$ cat config.mk
export PLATFORM = sky130hd
export DESIGN_NAME = dqmt_top
export DESIGN_NICKNAME = d
export VERILOG_FILES = /design/src/rtl/dqmt_pkg.sv /design/src/rtl/dqmt_channel.sv /design/src/rtl/dqmt_top.sv
export VERILOG_INCLUDE_DIRS = /design/src /design/src/rtl
export SDC_FILE = /design/constraint.sdc
export NUM_CORES = 1
export LEC_CHECK = 0
export ABC_AREA = 0
export BUFFER_PORTS_ARGS = -buffer_cell sky130_fd_sc_hd__buf_4
export CORE_AREA = 2 2 257 259
export DETAILED_ROUTE_END_ITERATION = 6
export DIE_AREA = 0 0 259 261
export HOLD_SLACK_MARGIN = 0.06
export PLACE_DENSITY = 0.65
export SKIP_LAST_GASP = 1
export SLEW_MARGIN = 25
export SYNTH_ARGS = -nofsm -noshare
export SYNTH_HDL_FRONTEND = slang
export SYNTH_SLANG_ARGS = --single-unit
$ cat constraint.sdc
create_clock -name clk -period 4.93 [get_ports clk]
set_input_delay 0.7395 -clock clk [delete_from_list [all_inputs] [get_ports clk]]
set_output_delay 0.7395 -clock clk [all_outputs]
set_load 0.005 [all_outputs]
$ cat src/rtl/dqmt_defs.svh
/*
  timing counts and test geometry for the quad memory tester.
  assumes a 250 MHz core clock; included by bare name.
*/
`ifndef DQMT_DEFS_SVH
`define DQMT_DEFS_SVH
`define DQMT_CLK_MHZ        250
`define DQMT_RUN_MS         1000
`define DQMT_RUN_CYC        (`DQMT_RUN_MS * 1000 * `DQMT_CLK_MHZ)
`define DQMT_BLINK_MS       100
`define DQMT_BLINK_CYC      (`DQMT_BLINK_MS * 1000 * `DQMT_CLK_MHZ)
// 2^30 words of 64 bits fill one whole 8 GB module
`define DQMT_ADDR_W         30
`define DQMT_DATA_W         64
`define DQMT_LAST_ADDR      30'h3FFFFFFF
`define DQMT_QUICK_LAST     30'h000001A
`define DQMT_QUICK_PAT      64'hA5A5A5A55A5A5A5A
`endif

$ cat src/rtl/dqmt_pkg.sv
/*
  shared types of the quad memory tester.
  assumes nothing of its surroundings.
*/
package dqmt_pkg;
  typedef enum logic [2:0]
  {
    DQMT_IDLE  = 3'h0,
    DQMT_WRITE = 3'h1,
    DQMT_FLUSH = 3'h3,
    DQMT_READ  = 3'h2,
    DQMT_DONE  = 3'h6
  } dqmt_state_e;
endpackage

$ cat src/rtl/dqmt_channel.sv
/*
  one test channel: write pass, flush wait, read-back compare.
  assumes a controller port with ready handshake and in-order read data.
*/
`timescale 1ns/1ns
`include "dqmt_defs.svh"
module dqmt_channel
(
  input  wire logic                     clk,
  input  wire logic                     arst_n,
  input  wire logic                     start,
  input  wire logic                     quick,
  output logic                          busy,
  output logic                          pass,
  output logic                          mem_write,
  output logic                          mem_read,
  output logic [`DQMT_ADDR_W-1:0]       mem_addr,
  output logic [`DQMT_DATA_W-1:0]       mem_wdata,
  input  wire logic                     mem_ready,
  input  wire logic                     mem_wr_idle,
  input  wire logic                     mem_rvalid,
  input  wire logic [`DQMT_DATA_W-1:0]  mem_rdata
);
  dqmt_pkg::dqmt_state_e st_q, st_d;
  logic [`DQMT_ADDR_W-1:0] addr_q, addr_d, cmp_q, cmp_d;
  logic                    ok_q, ok_d, qk_q, qk_d;
  logic [`DQMT_ADDR_W-1:0] last;
  logic                    last_cmp;

  // address-in-data pattern toggles every data line but the four fixed-high middle ones; quick uses a constant
  function automatic logic [`DQMT_DATA_W-1:0] pat(
    input logic [`DQMT_ADDR_W-1:0] a, input logic q);
    pat = q ? `DQMT_QUICK_PAT
            : {~a, 4'hF, a};
  endfunction

  assign last     = qk_q ? `DQMT_QUICK_LAST : `DQMT_LAST_ADDR;
  assign last_cmp = (cmp_q == last);

  always_comb
  begin
    st_d   = st_q;
    addr_d = addr_q;
    cmp_d  = cmp_q;
    ok_d   = ok_q;
    qk_d   = qk_q;
    case (st_q)
      dqmt_pkg::DQMT_IDLE, dqmt_pkg::DQMT_DONE:
        if (start)
        begin
          st_d   = dqmt_pkg::DQMT_WRITE;
          addr_d = '0;
          cmp_d  = '0;
          ok_d   = 1'b1;
          qk_d   = quick;
        end
      dqmt_pkg::DQMT_WRITE:
        if (mem_ready)
        begin
          addr_d = addr_q + 1'b1;
          if (addr_q == last)
          begin
            st_d   = dqmt_pkg::DQMT_FLUSH;
            addr_d = '0;
          end
        end
      dqmt_pkg::DQMT_FLUSH:
        // no read may start until every write has reached the memory
        if (mem_wr_idle)
          st_d = dqmt_pkg::DQMT_READ;
      dqmt_pkg::DQMT_READ:
      begin
        if (mem_ready && addr_q != last)
          addr_d = addr_q + 1'b1;
        if (mem_rvalid)
        begin
          if (mem_rdata != pat(cmp_q, qk_q))
            ok_d = 1'b0;
          cmp_d = cmp_q + 1'b1;
          if (last_cmp)
            st_d = dqmt_pkg::DQMT_DONE;
        end
      end
      default:
        st_d = dqmt_pkg::DQMT_IDLE;
    endcase
  end

  always_ff @(posedge clk or negedge arst_n)
  begin
    if (!arst_n)
    begin
      st_q   <= dqmt_pkg::DQMT_IDLE;
      addr_q <= '0;
      cmp_q  <= '0;
      ok_q   <= 1'b0;
      qk_q   <= 1'b0;
    end
    else
    begin
      st_q   <= st_d;
      addr_q <= addr_d;
      cmp_q  <= cmp_d;
      ok_q   <= ok_d;
      qk_q   <= qk_d;
    end
  end

  logic rd_issued_q;
  always_ff @(posedge clk or negedge arst_n)
  begin
    if (!arst_n)
      rd_issued_q <= 1'b0;
    else if (st_q != dqmt_pkg::DQMT_READ)
      rd_issued_q <= 1'b0;
    else if (mem_ready && addr_q == last)
      rd_issued_q <= 1'b1;
  end

  assign busy      = (st_q == dqmt_pkg::DQMT_WRITE) ||
                     (st_q == dqmt_pkg::DQMT_FLUSH) ||
                     (st_q == dqmt_pkg::DQMT_READ);
  assign pass      = (st_q == dqmt_pkg::DQMT_DONE) && ok_q;
  assign mem_write = (st_q == dqmt_pkg::DQMT_WRITE);
  assign mem_read  = (st_q == dqmt_pkg::DQMT_READ) && !rd_issued_q;
  assign mem_addr  = addr_q;
  assign mem_wdata = pat(addr_q, qk_q);

  flush_before_read_a: assert property (@(posedge clk) disable iff (!arst_n)
    mem_read |-> $past(mem_wr_idle) || $past(mem_read))
    else $error("read issued before writes drained");
  start_launch_a: assert property (@(posedge clk) disable iff (!arst_n)
    (!busy && start) |=> mem_write && mem_addr == '0)
    else $error("start did not launch a write pass");
endmodule

$ cat src/rtl/dqmt_top.sv
/*
  quad memory tester top: key synchroniser, four channels, lamps.
  assumes four memory controllers already calibrated and self-refreshing.
*/
`timescale 1ns/1ns
`include "dqmt_defs.svh"
// Functional notes
// - four independent channels, each on its own controller and socket
// - start key press launches write then read-back verify
// - a full-array run takes at least 2^31 cycles, about 8.6 seconds at 250 MHz
// - lamps blink while a run is in progress
// - after the run a passing channel lamp stays lit
// - after the run a mismatching channel lamp stays dark
// - lamp order follows socket order, A first
// - a later press regenerates control and runs again
// - write whole array, flush, then read and compare all
// - quick option writes a constant pattern and reads it back
module dqmt_top
#(
  parameter int unsigned RUN_CYC   = `DQMT_RUN_CYC,
  parameter int unsigned BLINK_CYC = `DQMT_BLINK_CYC
)
(
  // core clock arrives already multiplied up; no clock logic inside
  input  wire logic                         clk,
  input  wire logic                         arst_n,
  input  wire logic                         test_start_key_n,
  input  wire logic                         quick_sel,
  output logic                              result_lamp_socket_a,
  output logic                              result_lamp_socket_b,
  output logic                              result_lamp_socket_c,
  output logic                              result_lamp_socket_d,
  output logic [3:0]                        mem_write,
  output logic [3:0]                        mem_read,
  output logic [4*`DQMT_ADDR_W-1:0]         mem_addr,
  output logic [4*`DQMT_DATA_W-1:0]         mem_wdata,
  input  wire logic [3:0]                   mem_ready,
  input  wire logic [3:0]                   mem_wr_idle,
  input  wire logic [3:0]                   mem_rvalid,
  input  wire logic [4*`DQMT_DATA_W-1:0]    mem_rdata
);
  logic [2:0]  key_q, key_d;
  logic        qs1_q, qs2_q;
  logic        press;
  logic [31:0] run_q, run_d, blk_q, blk_d;
  logic        blink_q, blink_d;
  logic [3:0]  busy, pass, lamp;
  logic        run_quick_q, run_quick_d;

  // two stages of synchroniser, third is the edge history
  always_comb
  begin
    key_d = {key_q[1:0], ~test_start_key_n};
  end
  assign press = key_q[1] && !key_q[2];

  // time-keeping: blink rate and nominal run window
  always_comb
  begin
    run_d   = run_q;
    blk_d   = blk_q;
    blink_d = blink_q;
    if (|busy)
    begin
      if (run_q != RUN_CYC - 1)
        run_d = run_q + 32'h00000001;
      if (blk_q == BLINK_CYC - 1)
      begin
        blk_d   = '0;
        blink_d = ~blink_q;
      end
      else
        blk_d = blk_q + 32'h00000001;
    end
    else
    begin
      blk_d   = '0;
      blink_d = 1'b1;
      if (press)
        run_d = '0;
    end
  end

  // mode copy for the pattern checks; channels keep their own
  always_comb
  begin
    run_quick_d = run_quick_q;
    if (press && !(|busy))
      run_quick_d = qs2_q;
  end

  always_ff @(posedge clk or negedge arst_n)
  begin
    if (!arst_n)
    begin
      key_q   <= 3'h0;
      qs1_q   <= 1'b0;
      qs2_q   <= 1'b0;
      run_q   <= '0;
      blk_q   <= '0;
      blink_q <= 1'b1;
      run_quick_q <= 1'b0;
    end
    else
    begin
      key_q   <= key_d;
      qs1_q   <= quick_sel;
      qs2_q   <= qs1_q;
      run_q   <= run_d;
      blk_q   <= blk_d;
      blink_q <= blink_d;
      run_quick_q <= run_quick_d;
    end
  end

  genvar g;
  generate
    for (g = 0; g < 4; g++)
    begin : g_ch
      // per-channel views, read only by the checks below
      logic [`DQMT_ADDR_W-1:0] ch_addr;
      logic [`DQMT_DATA_W-1:0] ch_wdata;
      assign ch_addr  = mem_addr[g*`DQMT_ADDR_W +: `DQMT_ADDR_W];
      assign ch_wdata = mem_wdata[g*`DQMT_DATA_W +: `DQMT_DATA_W];
      dqmt_channel u_ch
      (
        .clk         (clk),
        .arst_n      (arst_n),
        .start       (press && !(|busy)),
        .quick       (qs2_q),
        .busy        (busy[g]),
        .pass        (pass[g]),
        .mem_write   (mem_write[g]),
        .mem_read    (mem_read[g]),
        .mem_addr    (mem_addr[g*`DQMT_ADDR_W +: `DQMT_ADDR_W]),
        .mem_wdata   (mem_wdata[g*`DQMT_DATA_W +: `DQMT_DATA_W]),
        .mem_ready   (mem_ready[g]),
        .mem_wr_idle (mem_wr_idle[g]),
        .mem_rvalid  (mem_rvalid[g]),
        .mem_rdata   (mem_rdata[g*`DQMT_DATA_W +: `DQMT_DATA_W])
      );
      // blinking while busy, then steady from the latched outcome
      assign lamp[g] = busy[g] ? blink_q : pass[g];

      lamp_follow_a: assert property (@(posedge clk) disable iff (!arst_n)
        !busy[g] |-> lamp[g] == pass[g])
        else $error("idle lamp does not show the latched outcome");
      one_dir_a: assert property (@(posedge clk) disable iff (!arst_n)
        !(mem_write[g] && mem_read[g]))
        else $error("write and read requested together");
      quick_pat_a: assert property (@(posedge clk) disable iff (!arst_n)
        (mem_write[g] && run_quick_q) |-> ch_wdata == `DQMT_QUICK_PAT)
        else $error("quick pass wrote a varying pattern");
      full_pat_a: assert property (@(posedge clk) disable iff (!arst_n)
        (mem_write[g] && !run_quick_q) |->
          ch_wdata == {~ch_addr, 4'hF, ch_addr})
        else $error("full pass pattern does not follow address");
      quick_span_a: assert property (@(posedge clk) disable iff (!arst_n)
        (busy[g] && run_quick_q) |-> ch_addr <= `DQMT_QUICK_LAST)
        else $error("quick pass left its address span");
      rerun_addr_a: assert property (@(posedge clk) disable iff (!arst_n)
        (press && !(|busy)) |=> ch_addr == '0)
        else $error("fresh run did not restart at address zero");
      pass_hold_a: assert property (@(posedge clk) disable iff (!arst_n)
        (!busy[g] && !press) |=> $stable(pass[g]))
        else $error("idle outcome changed without a press");
    end
  endgenerate

  assign result_lamp_socket_a = lamp[0];
  assign result_lamp_socket_b = lamp[1];
  assign result_lamp_socket_c = lamp[2];
  assign result_lamp_socket_d = lamp[3];

  lamp_blink_a: assert property (@(posedge clk) disable iff (!arst_n)
    busy[0] |-> result_lamp_socket_a == blink_q)
    else $error("socket a lamp not blinking during run");
  lamp_pass_a: assert property (@(posedge clk) disable iff (!arst_n)
    (!busy[1] && pass[1]) |-> result_lamp_socket_b)
    else $error("passing channel lamp dark");
  lamp_fail_a: assert property (@(posedge clk) disable iff (!arst_n)
    (!busy[2] && !pass[2]) |-> !result_lamp_socket_c)
    else $error("failing channel lamp lit");
  lamp_static_a: assert property (@(posedge clk) disable iff (!arst_n)
    (!(|busy) && !press) |=> $stable(lamp))
    else $error("idle lamps changed without a press");
  press_start_a: assert property (@(posedge clk) disable iff (!arst_n)
    (press && !(|busy)) |=> &busy)
    else $error("press did not start all channels");
  rerun_a: assert property (@(posedge clk) disable iff (!arst_n)
    (press && !(|busy) && |pass) |=> !(|pass))
    else $error("repeat run kept old outcome");
  sync_edge_a: assert property (@(posedge clk) disable iff (!arst_n)
    press |-> ##1 !press)
    else $error("press lasted over one cycle");
  socket_order_a: assert property (@(posedge clk) disable iff (!arst_n)
    !busy[3] |-> result_lamp_socket_d == pass[3])
    else $error("socket d lamp not tied to channel d");
  run_cap_a: assert property (@(posedge clk) disable iff (!arst_n)
    run_q < RUN_CYC)
    else $error("run counter overran");
  run_start_a: assert property (@(posedge clk) disable iff (!arst_n)
    $rose(|busy) |-> run_q == 32'h00000000)
    else $error("run window did not restart with the run");
  blink_rate_a: assert property (@(posedge clk) disable iff (!arst_n)
    (|busy && blk_q == BLINK_CYC - 1) |=> $changed(blink_q))
    else $error("lamp blink period not kept");

  run_cov: cover property (@(posedge clk) disable iff (!arst_n)
    press ##1 (|busy));
  pass_cov: cover property (@(posedge clk) disable iff (!arst_n)
    $fell(busy[0]) && pass[0]);
  fail_cov: cover property (@(posedge clk) disable iff (!arst_n)
    $fell(busy[0]) && !pass[0]);
  quick_cov: cover property (@(posedge clk) disable iff (!arst_n)
    press && qs2_q);
  split_cov: cover property (@(posedge clk) disable iff (!arst_n)
    $fell(busy[0]) && busy[1]);
endmodule

[After elaboration in Yosys (flattened, before gate mapping)]
Cells that the tools add are included.
Storage, ports and cells
  flip-flop bits (word level): 302
  word-level logic and storage cells: 282
  output and inout bits: 388
  input bits: 272
Operators by class
  muxes and demuxes: 91
  reductions and logical operators: 73
  eq/ne operators: 70
  add/sub/neg operators: 9
  bitwise logic cells: 10
Operator list (count)
  2-to-1 mux 30 bit: 21
  2-to-1 mux 64 bit: 8
  one-hot mux 30 bit (3 select lines): 4
  != test 64 bit: 4
  adder 30 x 1 -> 30 bit (second input constant): 8
  == test 30 bit: 8
  inverter 30 bit: 8
  one-hot mux 30 bit (2 select lines): 4
  != test 30 bit: 4
  2-to-1 mux 32 bit: 2
  2-to-1 mux 3 bit: 21
  one-hot mux 3 bit (4 select lines): 4
  != test 2 bit (second input constant): 20
  adder 32 x 1 -> 32 bit (second input constant): 1
  == test 32 x 25 -> 1 bit (second input constant): 1
  AND reduction 4 bit: 8
  != test 2 x 1 -> 1 bit (second input constant): 13
  == test 3 x 2 -> 1 bit (second input constant): 8
  AND reduction 6 bit: 4
  2-to-1 mux 1 bit: 23
  logical AND 1 bit: 18
  nonzero test 2 bit: 8
  == test 3 x 1 -> 1 bit (second input constant): 4
  == test 3 bit (second input constant): 4
  11 further kinds: 45

[Longest topological paths before layout]
Gate-level depths: netlist of run 1.
  word-level depth: 8
  mapped depth: 11
  gate-level depth less buffers: 8

[By module]
A second synthesis of run 1 with hierarchy kept.
Unflattened totals
  cells, all modules: 3066
  area, all modules: 27453.8 µm²
Modules (own cells, without submodules)
  dqmt_channel (g_ch[1].u_ch ...): instances 2, area an instance 6366.1 µm², cells an instance 718, sequential area each 1651.6 µm²
  dqmt_channel (g_ch[0].u_ch): instances 1, area an instance 6540.0 µm², cells an instance 752, sequential area each 1651.6 µm²
  dqmt_channel (g_ch[3].u_ch): instances 1, area an instance 6088.3 µm², cells an instance 669, sequential area each 1651.6 µm²
  dqmt_top: instances 1, area an instance 2093.3 µm², cells an instance 209, sequential area each 952.2 µm²

[Least setup slack after synthesis of run 1]
OpenSTA, ideal clock, no wires.
  path type: reg-to-reg
  start: register g_ch[3].u_ch.qk_q
  end: register g_ch[3].u_ch.addr_q[5]
  setup slack: -22 ps
  data arrival time: 4832 ps
  setup time: 120 ps
  cell stages (with the launch flop): 10
  data required time: 4810 ps
  path buffers: 1
  period minus slack after synthesis: 4952 ps
  cell sequence: dfrtp_1 > inv_1 > ha_1 > or4b_2 > or4_1 > o21ai_2 > nand2_2 > buf_2 > a31oi_1 > nand2_1
On the way
  word-level cells in the longest chain between the ends: 5
  elaborated cells on any way between the ends: 9
  those cells by class: eq/ne (3); mux (4); reduce/logical (2)
Ends and longest elaborated chain
  start: declaration: RTL line dqmt_channel.sv:26  | logic ok_q, ok_d, qk_q, qk_d;
  start signal: assignment: RTL line dqmt_channel.sv:105  | qk_q <= qk_d;
  2-to-1 mux 30 bit (no source line) *
  == test 30 bit or != test 30 bit (tied branches): RTL line dqmt_channel.sv:61, dqmt_channel.sv:73
  2-to-1 mux 30 bit or logical AND 1 bit (tied branches): RTL line dqmt_channel.sv:61, dqmt_channel.sv:73
  2-to-1 mux 30 bit or != test 2 x 1 -> 1 bit (tied branches)
  one-hot mux 30 bit (3 select lines) or AND reduction 4 bit (tied branches)
  end signal: assignment: RTL line dqmt_channel.sv:102  | addr_q <= addr_d;
  end: declaration: RTL line dqmt_channel.sv:25  | logic [`DQMT_ADDR_W-1:0] addr_q, addr_d, cmp_q, cmp_d;
Every way passes the cells marked *; elsewhere a longest branch is shown, timed or not. The select of a mux whose other input is x is not followed.
A chain may end at the register's enable or synchronous reset.

[Worst setup path in the final report of run 1]
  start: register g_ch[3].u_ch.qk_q
  end: register g_ch[3].u_ch.addr_q[29]
Same word-level chain as after synthesis.

==> summary.txt, run 1 <==
Yosys
  – Cell Area, Synth: 0.0257 sq mm
  – FF+latch count, synth: 302
  – Top FF cell, synth: dfrtp_1
  – Post-synth EDFFs: 0
  – Sequential share of the synthesized area: 29.4%
  – Avg Cell Area, Syn: 8.86 sq um
  – Post-Synthesis Cells: 2,900
  – Post-synth cell types: 80
  – Synth Warn #: 0
  – FFs w/ async S/R, synth: 100%

GRT
  – Vias in the first global route: 22,800
  – Met1 Use GR: 32.4%
  – Largest net degree at the start of global routing: 97
  – Gr usage total: 24.7%
  – Total gr overflow: 0
  – Met3 Resource Use GR: 3.00%
  – Met2 GRT Util: 42.1%
  – Initial antenna violation count: 7
  – Gr busiest metal: met2
  – First-pass GRT wire length: 132,000 um

Timing
  – Fmax: 252 MHz
  – Final hold violations: 0
  – Post-route minimum period: 3.97 ns
  – Worst Skew: 0.0284 ns
  – RSZ-0062 raised after global routing: no
  – Post-route clock period utilization: 80.5%
  – Setup tns final: 0 ns
  – Relative slew slack: 31.0%
  – Fin. max-slew vios: 0
  – Final setup fails: 0
  – Slew @ Worst Pin: 1.03 ns

CTS
  – Max Buffers Root-to-Sink: 3
  – CTS tree: built
  – CTS root buffer: clkbuf_16
  – Number of setup buffers added after CTS: 0
  – CTS Hold Bufs: 0
  – Clock Latency Late Sink: 0.55 ns
  – Resize count post-CTS: 0
  – H-tree Lvls: 2
  – Clock Sinks: 302
  – Reg clk slew, reported paths: 0.06 ns
  – Inserted Clock Buffers: 40

Placement
  – Post-DP HPWL: 67,500 um
  – Cell Area, Placed: 0.0315 sq mm
  – IO Port Bufs: 651
  – Final RePlAce weighted congestion: 0.940

Power
  – Leakage: 14.9 nW
  – Max IR drop VDD: 171 uV
  – PwrDens: 209 mW/mm^2
  – Overall Power: 6.83 mW

Critical path
  – Critical Path RT: 5.35 ns
  – Crit path kind: reg -> reg
  – CP cell instances: clkinvlp_4 -> ha_1 -> or4b_2 -> or4_1 -> o21ai_2 -> nand2_2 -> or4b_2 -> o21ai_0
  – Worst Path Arrival: 4.39 ns
  – R2R Setup Slk: 0.96 ns
  – Critical path launch point type: flip-flop
  – Worst Setup SP: g_ch[3].u_ch.qk_q
  – Crit path largest cell delay: 0.68 ns
  – Endpoint kind of the worst setup timing path: flip-flop
  – Critical path peak fanout: 28
  – CP max-delay cell: or4b_2
  – Most frequent CP cell: or4b_2
  – RR Startpoint: g_ch[3].u_ch.qk_q

Detailed routing
  – Initial DRC Count: 1,875
  – DRC: 6
  – First-pass DRT Iterations: 7
  – Wire per inst: 19.5 um
  – Vias per Instance: 5.33
  – Total length of routed wires: 86,500 um
  – Antenna Violating Nets Remaining: 0
  – Via count: 23,600

Die
  – Core area: 0.0650 sq mm
  – Initial Util: 39.5%
  – I/O pin cnt: 660
  – Die height: 261 um
  – DIE AREA: 0.0676 sq mm
  – Site row count: 94
  – Die width: 259 um

Cells and area
  – Layout cells sized above 1: 22.3%
  – Fill cells: 6,214
  – Area growth syn-to-layout: 27.5%
  – Fin nets: 4,244
  – Finished Cell Area: 0.0327 sq mm
  – Fin util: 50.3%

Hold path
  – Hold crit path type: in -> async

Outcome
  – Failing checks: design-rule violations
  – Status: complete, but fails checks

Flow run
  – Max Cap Violations: 0
[cell usage after synthesis (all sizes together) (3+ instances only)]
cell       n  area [sq um]
o2111ai   11          96.3
o21ai    117           616
nor3      61           305
o211ai    12           105
nand4b    11          96.3
o2bb2ai    3          26.3
a21o       5          37.5
a31oi     17           106
and4      22           193
nor3b     12          90.1
xnor2    208          1820
and4b      3          30.0
or2       26           163
a41oi      3          26.3
nor4      94           609
a221oi    10          87.6
clkbuf    59           221
nand3     96           480
and3      30           188
a211oi     9          72.6
mux2i      5          50.1
o21a       3          22.5
nor4bb     4          40.0
xor2     141          1230
nand2    171           644
or3       60           375
or4       35           267
a2bb2oi    4          35.0
nor2b     12          75.1
nand2b    12          75.1
a22o       4          35.0
o31ai     21           158
buf       36           249
o22ai     18           113
nor2     220           831
nand4    115           719
a21oi    110           551
a2111oi    9          78.8
nand3b     5          37.5
and2      12          75.1
nor4b     19           166
inv      304          1140
dfrtp    301          7530
ha       441          5520
o21ba      4          40.0
[worst max-delay path, delay by kind of cell, from the launching register on]
kind	cells	cell delay (ns)
buffers and inverters	1	0.52
flip-flops	1	0.51
AO/OA/AOI/OAI	2	0.41
adder cells (fa/ha/maj)	1	0.45
AND/OR/NAND/NOR	4	1.93
[flip-flops by register name, summed over array words and instances, names as in the netlist]
register               flops
blink_q                    1
g_ch.u_ch.st_q            12
blk_q                     32
qs1_q                      1
g_ch.u_ch.cmp_q          120
g_ch.u_ch.qk_q             4
qs2_q                      1
key_q                      3
g_ch.u_ch.mem_addr       120
g_ch.u_ch.rd_issued_q      4
g_ch.u_ch.ok_q             4
[power by group]
group | switching (mW) | internal [mW] | leakage, nW
Combinational | 0.648 | 0.570 | 10.4
Clock | 1.14 | 1.68 | 0.626
Sequential | 0.212 | 2.58 | 3.93
[worst paths after layout]
kind / end / cells past startpoint
hold reg to reg: key_q[1] / 0
setup reg to reg: g_ch[3].u_ch.mem_addr[29] / 8
setup / recovery: g_ch[3].u_ch.mem_addr[29] / 8
min in group clk: qs1_q / 1
hold / removal: g_ch[0].u_ch.cmp_q[27] / 1
max in group asynchronous: g_ch[3].u_ch.rd_issued_q / 2
[layout by cell type, fill, tap and decap left out, types with 60 or more instances in the layout]
master,count
buf_4,674
ha_1,441
dfrtp_1,301
inv_1,300
nor2_1,216
xnor2_1,208
nand2_1,170
xor2_1,141
nand4_1,115
a21oi_1,109
o21ai_0,108
nand3_1,96
nor4_1,92
nor3_1,60
or3_1,60
[cell families (layout without fill, tap and decap cells)]
family | count (synthesis) | after routing | share of synthesized area (%)
AOI/OAI and AO/OA | 376 | 376 | 9.16
muxes | 6 | 6 | 0.239
and+or+nand+nor | 1026 | 1026 | 21.5
xor gates and xnor gates | 349 | 349 | 11.9
DFF | 302 | 302 | 29.4
adders and majority gates | 441 | 441 | 21.5
other | 1 | 15 | 0.0146
buffers and inverters | 399 | 1051 | 6.27
[per-layer routing]
| layer | vias up | share of wire, % |
|---|---|---|
| met5 | - | 0 |
| met4 | 0 | 2.9 |
| met3 | 127 | 5.7 |
| met2 | 849 | 49 |
| met1 | 11300 | 43 |
| li1 | 11400 | - |
[per-stage QoR]
step                hold WS (ns)  std cells  worst slack [ns]
detailed placement         0.343       4353              1.02
finish                     0.201       4430             0.962
CTS                        0.237       4423              1.03
global route               0.255       4430             0.684
floorplan                  0.331       2907            0.0784
global placement           0.334       4353              1.10
[layout make-up]
cell class / instances / area, sq um / area share, %
clock inverters: 12 / 96.3 / 0.294
flip-flops and latches: 302 / 7560 / 23.1
well taps: 864 / 1080 / 3.30
clock buffers: 58 / 1160 / 3.54
diodes: 7 / 17.5 / 0.0535
inverters: 304 / 1150 / 3.51
multi-input cells: 2206 / 16600 / 50.6
repair buffers: 677 / 5110 / 15.6
(Power assumes the default switching activity.)
==> run 2: changes to the inputs <==
Settings changed: PLACE_DENSITY 0.65 to unset.
Clock period 4.93 ns to 3.9 ns, I/O delays scaled along.
==> summary.txt, run 2 (synthesis gave the netlist of run 1 again) <==
Detailed routing
  – Via count: 23,400 (was 23,600)
  – Wire per inst: 19.8 um (was 19.5 um)
  – Vias per Instance: 5.26 (was 5.33)
  – First-pass DRT Iterations: 7 (unchanged)
  – DRC: 0 (was 6)
  – Total length of routed wires: 88,300 um (was 86,500 um)
  – Initial DRC Count: 1,573 (was 1,875)
  – Antenna Violating Nets Remaining: 0 (unchanged)

Cells and area
  – Layout cells sized above 1: 24.1% (was 22.3%)
  – Fill cells: 6,290 (was 6,214)
  – Finished Cell Area: 0.0333 sq mm (was 0.0327 sq mm)
  – Most common cell after layout, fill and taps aside: buf_4 (unchanged)
  – Multi-input gate area: 0.0168 sq mm (was 0.0166 sq mm)
  – Register Area: 0.00756 sq mm (about the same)
  – Fin util: 51.1% (was 50.3%)
  – Fin nets: 4,270 (was 4,244)
  – Area growth syn-to-layout: 29.5% (was 27.5%)
  – Most frequent cells in the layout: buf_4, ha_1, inv_1 (was buf_4, ha_1, dfrtp_1)

CTS
  – Clock Latency Late Sink: 0.57 ns (was 0.55 ns)
  – Resize count post-CTS: 0 (unchanged)
  – H-tree Lvls: 2 (unchanged)
  – Max Buffers Root-to-Sink: 3 (unchanged)
  – Number of setup buffers added after CTS: 0 (unchanged)
  – Reg clk slew, reported paths: 0.06 ns (about the same)
  – CTS Hold Bufs: 0 (unchanged)
  – CTS tree: built (unchanged)
  – CTS root buffer: clkbuf_16 (unchanged)
  – Inserted Clock Buffers: 40 (unchanged)
  – Clock Sinks: 302 (unchanged)

Critical path
  – Critical path peak fanout: 28 (unchanged)
  – CP top delay family: buffers and inverters (was simple AND/OR/NAND/NOR gates)
  – Endpoint kind of the worst setup timing path: flip-flop (unchanged)
  – Reg2Reg Depth: 10 (was 8)
  – Critical Path RT: 4.38 ns (was 5.35 ns)
  – Critical path launch point type: flip-flop (unchanged)
  – Crit path largest cell delay: 0.55 ns (was 0.68 ns)
  – Worst Path Buf+Inv: 3 (was 1)
  – Most frequent CP cell: buf_4 (was or4b_2)
  – CP max-delay cell: clkinvlp_4 (was or4b_2)
  – RR Startpoint: g_ch[1].u_ch.qk_q (was g_ch[3].u_ch.qk_q)
  – Critical path depth in cells: 10 (was 8)
  – R2R Setup Slk: 0.43 ns (was 0.96 ns)
  – CP cell instances: clkinvlp_4 -> buf_4 -> ha_1 -> nand4b_1 -> or4_4 -> o21ai_4 -> a21o_1 -> buf_4 -> o31ai_1 -> a21oi_1 (was clkinvlp_4 -> ha_1 -> or4b_2 -> or4_1 -> o21ai_2 -> nand2_2 -> or4b_2 -> o21ai_0)
  – Crit path kind: reg -> reg (unchanged)
  – Reg2Reg Capture Point: g_ch[1].u_ch.mem_addr[14] (was g_ch[3].u_ch.mem_addr[29])
  – Worst Path Arrival: 3.94 ns (was 4.39 ns)

GRT
  – Gr usage total: 25.3% (was 24.7%)
  – Largest net degree at the start of global routing: 102 (was 97)
  – Met3 Resource Use GR: 3.90% (was 3.00%)
  – Met2 GRT Util: 40.8% (was 42.1%)
  – Total gr overflow: 0 (unchanged)
  – Met1 Use GR: 34.8% (was 32.4%)
  – Vias in the first global route: 22,600 (was 22,800)
  – First-pass GRT wire length: 134,000 um (was 132,000 um)
  – Initial antenna violation count: 12 (was 7)
  – Gr busiest metal: met2 (unchanged)

Timing
  – RSZ-0062 raised after global routing: no (unchanged)
  – Fin. max-slew vios: 0 (unchanged)
  – Fmax: 288 MHz (was 252 MHz)
  – Post-route minimum period: 3.47 ns (was 3.97 ns)
  – Slew @ Worst Pin: 1.05 ns (was 1.03 ns)
  – Post-route clock period utilization: 88.9% (was 80.5%)
  – Worst Skew: 0.0240 ns (was 0.0284 ns)
  – Final hold violations: 0 (unchanged)
  – Final setup fails: 0 (unchanged)
  – Relative slew slack: 29.7% (was 31.0%)

Die
  – Die width: 259 um (unchanged)
  – Die height: 261 um (unchanged)
  – DIE AREA: 0.0676 sq mm (unchanged)
  – I/O pin cnt: 660 (unchanged)
  – Site row count: 94 (unchanged)
  – Core area: 0.0650 sq mm (unchanged)
  – Initial Util: 39.5% (unchanged)

Power
  – Clock power share: 41.9% (was 41.3%)
  – PwrDens: 264 mW/mm^2 (was 209 mW/mm^2)
  – P_int: 6.18 mW (was 4.83 mW)
  – Comb pwr share: 18.0% (was 17.8%)
  – Sequential fraction of design power: 40.2% (was 40.8%)
  – Leakage: 15.1 nW (was 14.9 nW)
  – Max IR drop VDD: 214 uV (was 171 uV)
  – Switch Pwr: 2.60 mW (was 2.00 mW)
  – Switching Share: 29.6% (was 29.3%)

Placement
  – Post-DP HPWL: 70,100 um (was 67,500 um)
  – Final RePlAce weighted congestion: 0.925 (was 0.940)
  – IO Port Bufs: 651 (unchanged)
  – Cell Area, Placed: 0.0319 sq mm (was 0.0315 sq mm)

Flow run
  – Max Cap Violations: 0 (unchanged)

Outcome
  – Status: finished, final reports clean (was complete, but fails checks)

Hold path
  – Hold crit path type: in -> async (unchanged)
==> run 2: cell types whose count changed in the layout (fill, tap and decap cells not counted), sizes merged <==
cell,previous run,this run
buf,677,703
bufinv,1,3
inv,304,303
clkinvlp,1,8
clkbuf,58,53
diode,7,8
clkinv,10,8
==> run 2: layout make-up <==
| cell class | count | area share [%] |
|---|---|---|
| flip-flops and latches | 302 | 22.7 |
| clock inverters | 18 | 0.628 |
| diodes | 8 | 0.0602 |
| multi-input cells | 2206 | 50.5 |
| well taps | 864 | 3.25 |
| inverters | 304 | 3.48 |
| clock buffers | 53 | 3.28 |
| repair buffers | 703 | 16.1 |
==> run 2: worst max-delay path by stage <==
| stage | start | endpoint | slack (ns) |
|---|---|---|---|
| floorplan | g_ch[3].u_ch.qk_q | g_ch[3].u_ch.mem_addr[5] | -0.36 |
| global placement | g_ch[1].u_ch.qk_q | g_ch[1].u_ch.mem_addr[8] | 0.53 |
| detailed placement | g_ch[1].u_ch.qk_q | g_ch[1].u_ch.mem_addr[14] | 0.44 |
| CTS | g_ch[1].u_ch.qk_q | g_ch[1].u_ch.mem_addr[26] | 0.43 |
| global route | g_ch[1].u_ch.qk_q | g_ch[1].u_ch.mem_addr[14] | 0.1 |
| finish | g_ch[1].u_ch.qk_q | g_ch[1].u_ch.mem_addr[14] | 0.43 |
==> run 2: power by group through the flow <==
stage          logic [mW]  registers, mW  clock network [mW]
6_report             1.58           3.53                3.67
5_1_grt              1.74           3.55                3.90
4_1_cts              1.59           3.52                3.77
3_5_place_dp         1.58           3.58                   0
3_3_place_gp         1.57           3.58                   0
2_1_floorplan       0.875           3.45                   0
==> run 2: metal layers <==
metal	part of all wire, %	vias up
met5	0.031	-
met4	2.3	4
met3	6.0	106
met2	47	701
met1	45	11200
li1	-	11400
==> run 2: per-stage QoR <==
step,power (mW),std cells,setup WS (ns),setup TNS (ns),hold slack [ns]
floorplan,4.33,2907,-0.356,-16.98,0.289
global placement,5.15,4378,0.527,0,0.333
detailed placement,5.16,4379,0.442,0,0.336
CTS,8.88,4450,0.430,0,0.108
global route,9.19,4457,0.0974,0,0.109
finish,8.78,4458,0.433,0,0.0344
==> run 2: worst register-to-register path, delay by kind of cell (launching register included) <==
family	cells	cell delay (ns)
buffers and inverters	3	1.19
AO/OA/AOI/OAI	4	0.77
AND/OR/NAND/NOR	2	0.63
flip-flops	1	0.52
adder cells (fa/ha/maj)	1	0.28
==> run 3: changes to the inputs <==
Settings changed: BUFFER_PORTS_ARGS -buffer_cell sky130_fd_sc_hd__buf_4 to unset, DONT_BUFFER_PORTS set to 1.
==> summary.txt, run 3 (synthesis gave the netlist of run 1 again) <==
Power
  – Max IR drop VDD: 217 uV (was 214 uV)
  – PwrDens: 298 mW/mm^2 (was 264 mW/mm^2)
  – Overall Power: 8.44 mW (was 8.78 mW)
  – Leakage: 11.9 nW (was 15.1 nW)

Critical path
  – Critical path peak fanout: 61 (was 28)
  – Worst Path Buf+Inv: 2 (was 3)
  – Crit path kind: reg -> reg (unchanged)
  – Crit path largest cell delay: 0.57 ns (was 0.55 ns)
  – Critical path depth in cells: 9 (was 10)
  – CP max-delay cell: buf_4 (was clkinvlp_4)
  – Worst Path Arrival: 4.04 ns (was 3.94 ns)
  – Reg2Reg Depth: 9 (was 10)
  – Critical path launch point type: flip-flop (unchanged)
  – Endpoint kind of the worst setup timing path: flip-flop (unchanged)
  – Critical Path RT: 4.36 ns (was 4.38 ns)
  – R2R Setup Slk: 0.31 ns (was 0.43 ns)
  – CP top delay family: simple AND/OR/NAND/NOR gates (was buffers and inverters)
  – CP cell instances: clkinvlp_4 -> buf_4 -> ha_1 -> xor2_1 -> o221ai_1 -> nor4_1 -> nand4_1 -> or3_1 -> o21ai_0 (was clkinvlp_4 -> buf_4 -> ha_1 -> nand4b_1 -> or4_4 -> o21ai_4 -> a21o_1 -> buf_4 -> o31ai_1 -> a21oi_1)

Cells and area
  – Finished Cell Area: 0.0283 sq mm (was 0.0333 sq mm)
  – Fin nets: 3,611 (was 4,270)
  – Most frequent cells in the layout: ha_1, inv_1, dfrtp_1 (was buf_4, ha_1, inv_1)
  – Most common cell after layout, fill and taps aside: ha_1 (was buf_4)
  – Area growth syn-to-layout: 10.3% (was 29.5%)
  – Layout cells sized above 1: 7.17% (was 24.1%)

Detailed routing
  – Total length of routed met2 wires: 40,900 um (was 41,100 um)
  – Vias per Instance: 5.67 (was 5.26)
  – Total length of routed wires: 85,300 um (was 88,300 um)
  – Max layer used: met5 (unchanged)
  – DRC: 0 (unchanged)
  – First-pass DRT Iterations: 7 (unchanged)
  – Initial DRC Count: 1,627 (was 1,573)
  – Wire per inst: 22.5 um (was 19.8 um)
  – Length of routed wiring on met1: 36,300 um (was 39,800 um)
  – Via count: 21,500 (was 23,400)
  – Met3 wire len: 5750 um (was 5290 um)
  – Antenna Violating Nets Remaining: 0 (unchanged)

Placement
  – IO Port Bufs: 0 (was 651)
  – Post-DP HPWL: 66,800 um (was 70,100 um)
  – Cell Area, Placed: 0.0269 sq mm (was 0.0319 sq mm)
  – Final RePlAce weighted congestion: 0.962 (was 0.925)

Timing
  – Fin. max-slew vios: 0 (unchanged)
  – Final hold violations: 193 (was 0)
  – RSZ-0062 raised after global routing: no (unchanged)
  – Relative slew slack: 14.6% (was 29.7%)
  – Setup tns final: 0 ns (unchanged)
  – Slew @ Worst Pin: 1.28 ns (was 1.05 ns)
  – Fin Hold WS: -0.254 ns (was 0.0344 ns)
  – Final setup fails: 0 (unchanged)
  – Post-route minimum period: 3.59 ns (was 3.47 ns)
  – Post-route clock period utilization: 92.0% (was 88.9%)
  – Fmax: 279 MHz (was 288 MHz)
  – Worst Skew: 0.0254 ns (was 0.0240 ns)

GRT
  – Total gr overflow: 0 (unchanged)
  – Initial antenna violation count: 3 (was 12)
  – Vias in the first global route: 21,100 (was 22,600)
  – Gr usage total: 24.2% (was 25.3%)
  – First-pass GRT wire length: 128,000 um (was 134,000 um)
  – Largest net degree at the start of global routing: 303 (was 102)

Die
  – Initial Util: 39.5% (unchanged)
  – DIE AREA: 0.0676 sq mm (unchanged)
  – Core area: 0.0650 sq mm (unchanged)
  – I/O pin cnt: 660 (unchanged)
  – Die width: 259 um (unchanged)
  – Site row count: 94 (unchanged)
  – Die height: 261 um (unchanged)

Hold path
  – Hold crit path type: in -> async (unchanged)

Flow run
  – Max Cap Violations: 0 (unchanged)

CTS
  – H-tree Lvls: 2 (unchanged)
  – Clock Sinks: 302 (unchanged)
  – Inserted Clock Buffers: 40 (unchanged)
  – CTS Hold Bufs: 2 (was 0)
  – Max Buffers Root-to-Sink: 3 (unchanged)
  – CTS root buffer: clkbuf_16 (unchanged)
  – CTS tree: built (unchanged)
  – Number of setup buffers added after CTS: 0 (unchanged)
  – Reg clk slew, reported paths: 0.06 ns (about the same)
  – Clock Latency Late Sink: 0.55 ns (was 0.57 ns)

Outcome
  – Failing checks: negative hold slack
  – Status: complete, but fails checks (was finished, final reports clean)
[run 3: what timing repair did]
action	in CTS	in global routing
setup endpoints to repair	0	5
endpoints found under the hold margin	304	301
gates resized for setup	0	1
[run 3: power breakdown]
group / switching, mW / internal (mW) / total, mW
Clock: 1.49 / 2.32 / 3.81
Sequential: 0.287 / 3.25 / 3.54
Combinational: 0.656 / 0.436 / 1.09
Total: 2.43 / 6.01 / 8.44
[run 3: final timing paths]
path                                    from                   endpoint
setup / recovery           g_ch[0].u_ch.qk_q          g_ch[0].u_ch.ok_q
hold / removal                        arst_n  g_ch[0].u_ch.mem_addr[12]
setup reg to reg           g_ch[0].u_ch.qk_q          g_ch[0].u_ch.ok_q
hold reg to reg                     key_q[0]                   key_q[1]
max in group asynchronous             arst_n          g_ch[3].u_ch.qk_q
min in group clk                mem_ready[1]   g_ch[1].u_ch.rd_issued_q
[run 3: final cells by class]
type / count / area [sq um]
Multi-Input combinational cell: 2206 / 16800
Tap cell: 864 / 1080
Antenna cell: 1 / 2.50
Timing Repair Buffer: 44 / 360
Clock buffer: 54 / 1130
Sequential cell: 302 / 7560
Fill cell: 6367 / 36700
Clock inverter: 19 / 221
Inverter: 304 / 1160
[run 3: worst reg2reg max path: cells and delay by family (launching register included)]
kind	cells	cell delay, ns
AOI/OAI and AO/OA	2	0.33
adders and majority gates	1	0.37
buffers and inverters	2	1.09
and+or+nand+nor	3	1.13
DFF	1	0.44
xor gates and xnor gates	1	0.14
[run 3: metrics by stage]
| step | util [%] | setup slack (ns) | instances |
|---|---|---|---|
| floorplan | - | -0.356 | 2907 |
| global placement | 41.4 | 0.404 | 3718 |
| detailed placement | 41.4 | 0.272 | 3718 |
| CTS | 43.5 | 0.259 | 3793 |
| global route | 43.5 | 0.0214 | 3794 |
| finish | 43.5 | 0.313 | 3794 |
[run 3: layer usage]
metal | vias to the layer above | GRT usage, %
met5 | - | 0
met4 | 4 | 6.79
met3 | 133 | 4.53
met2 | 770 | 41.3
met1 | 10500 | 31.3
li1 | 10100 | -
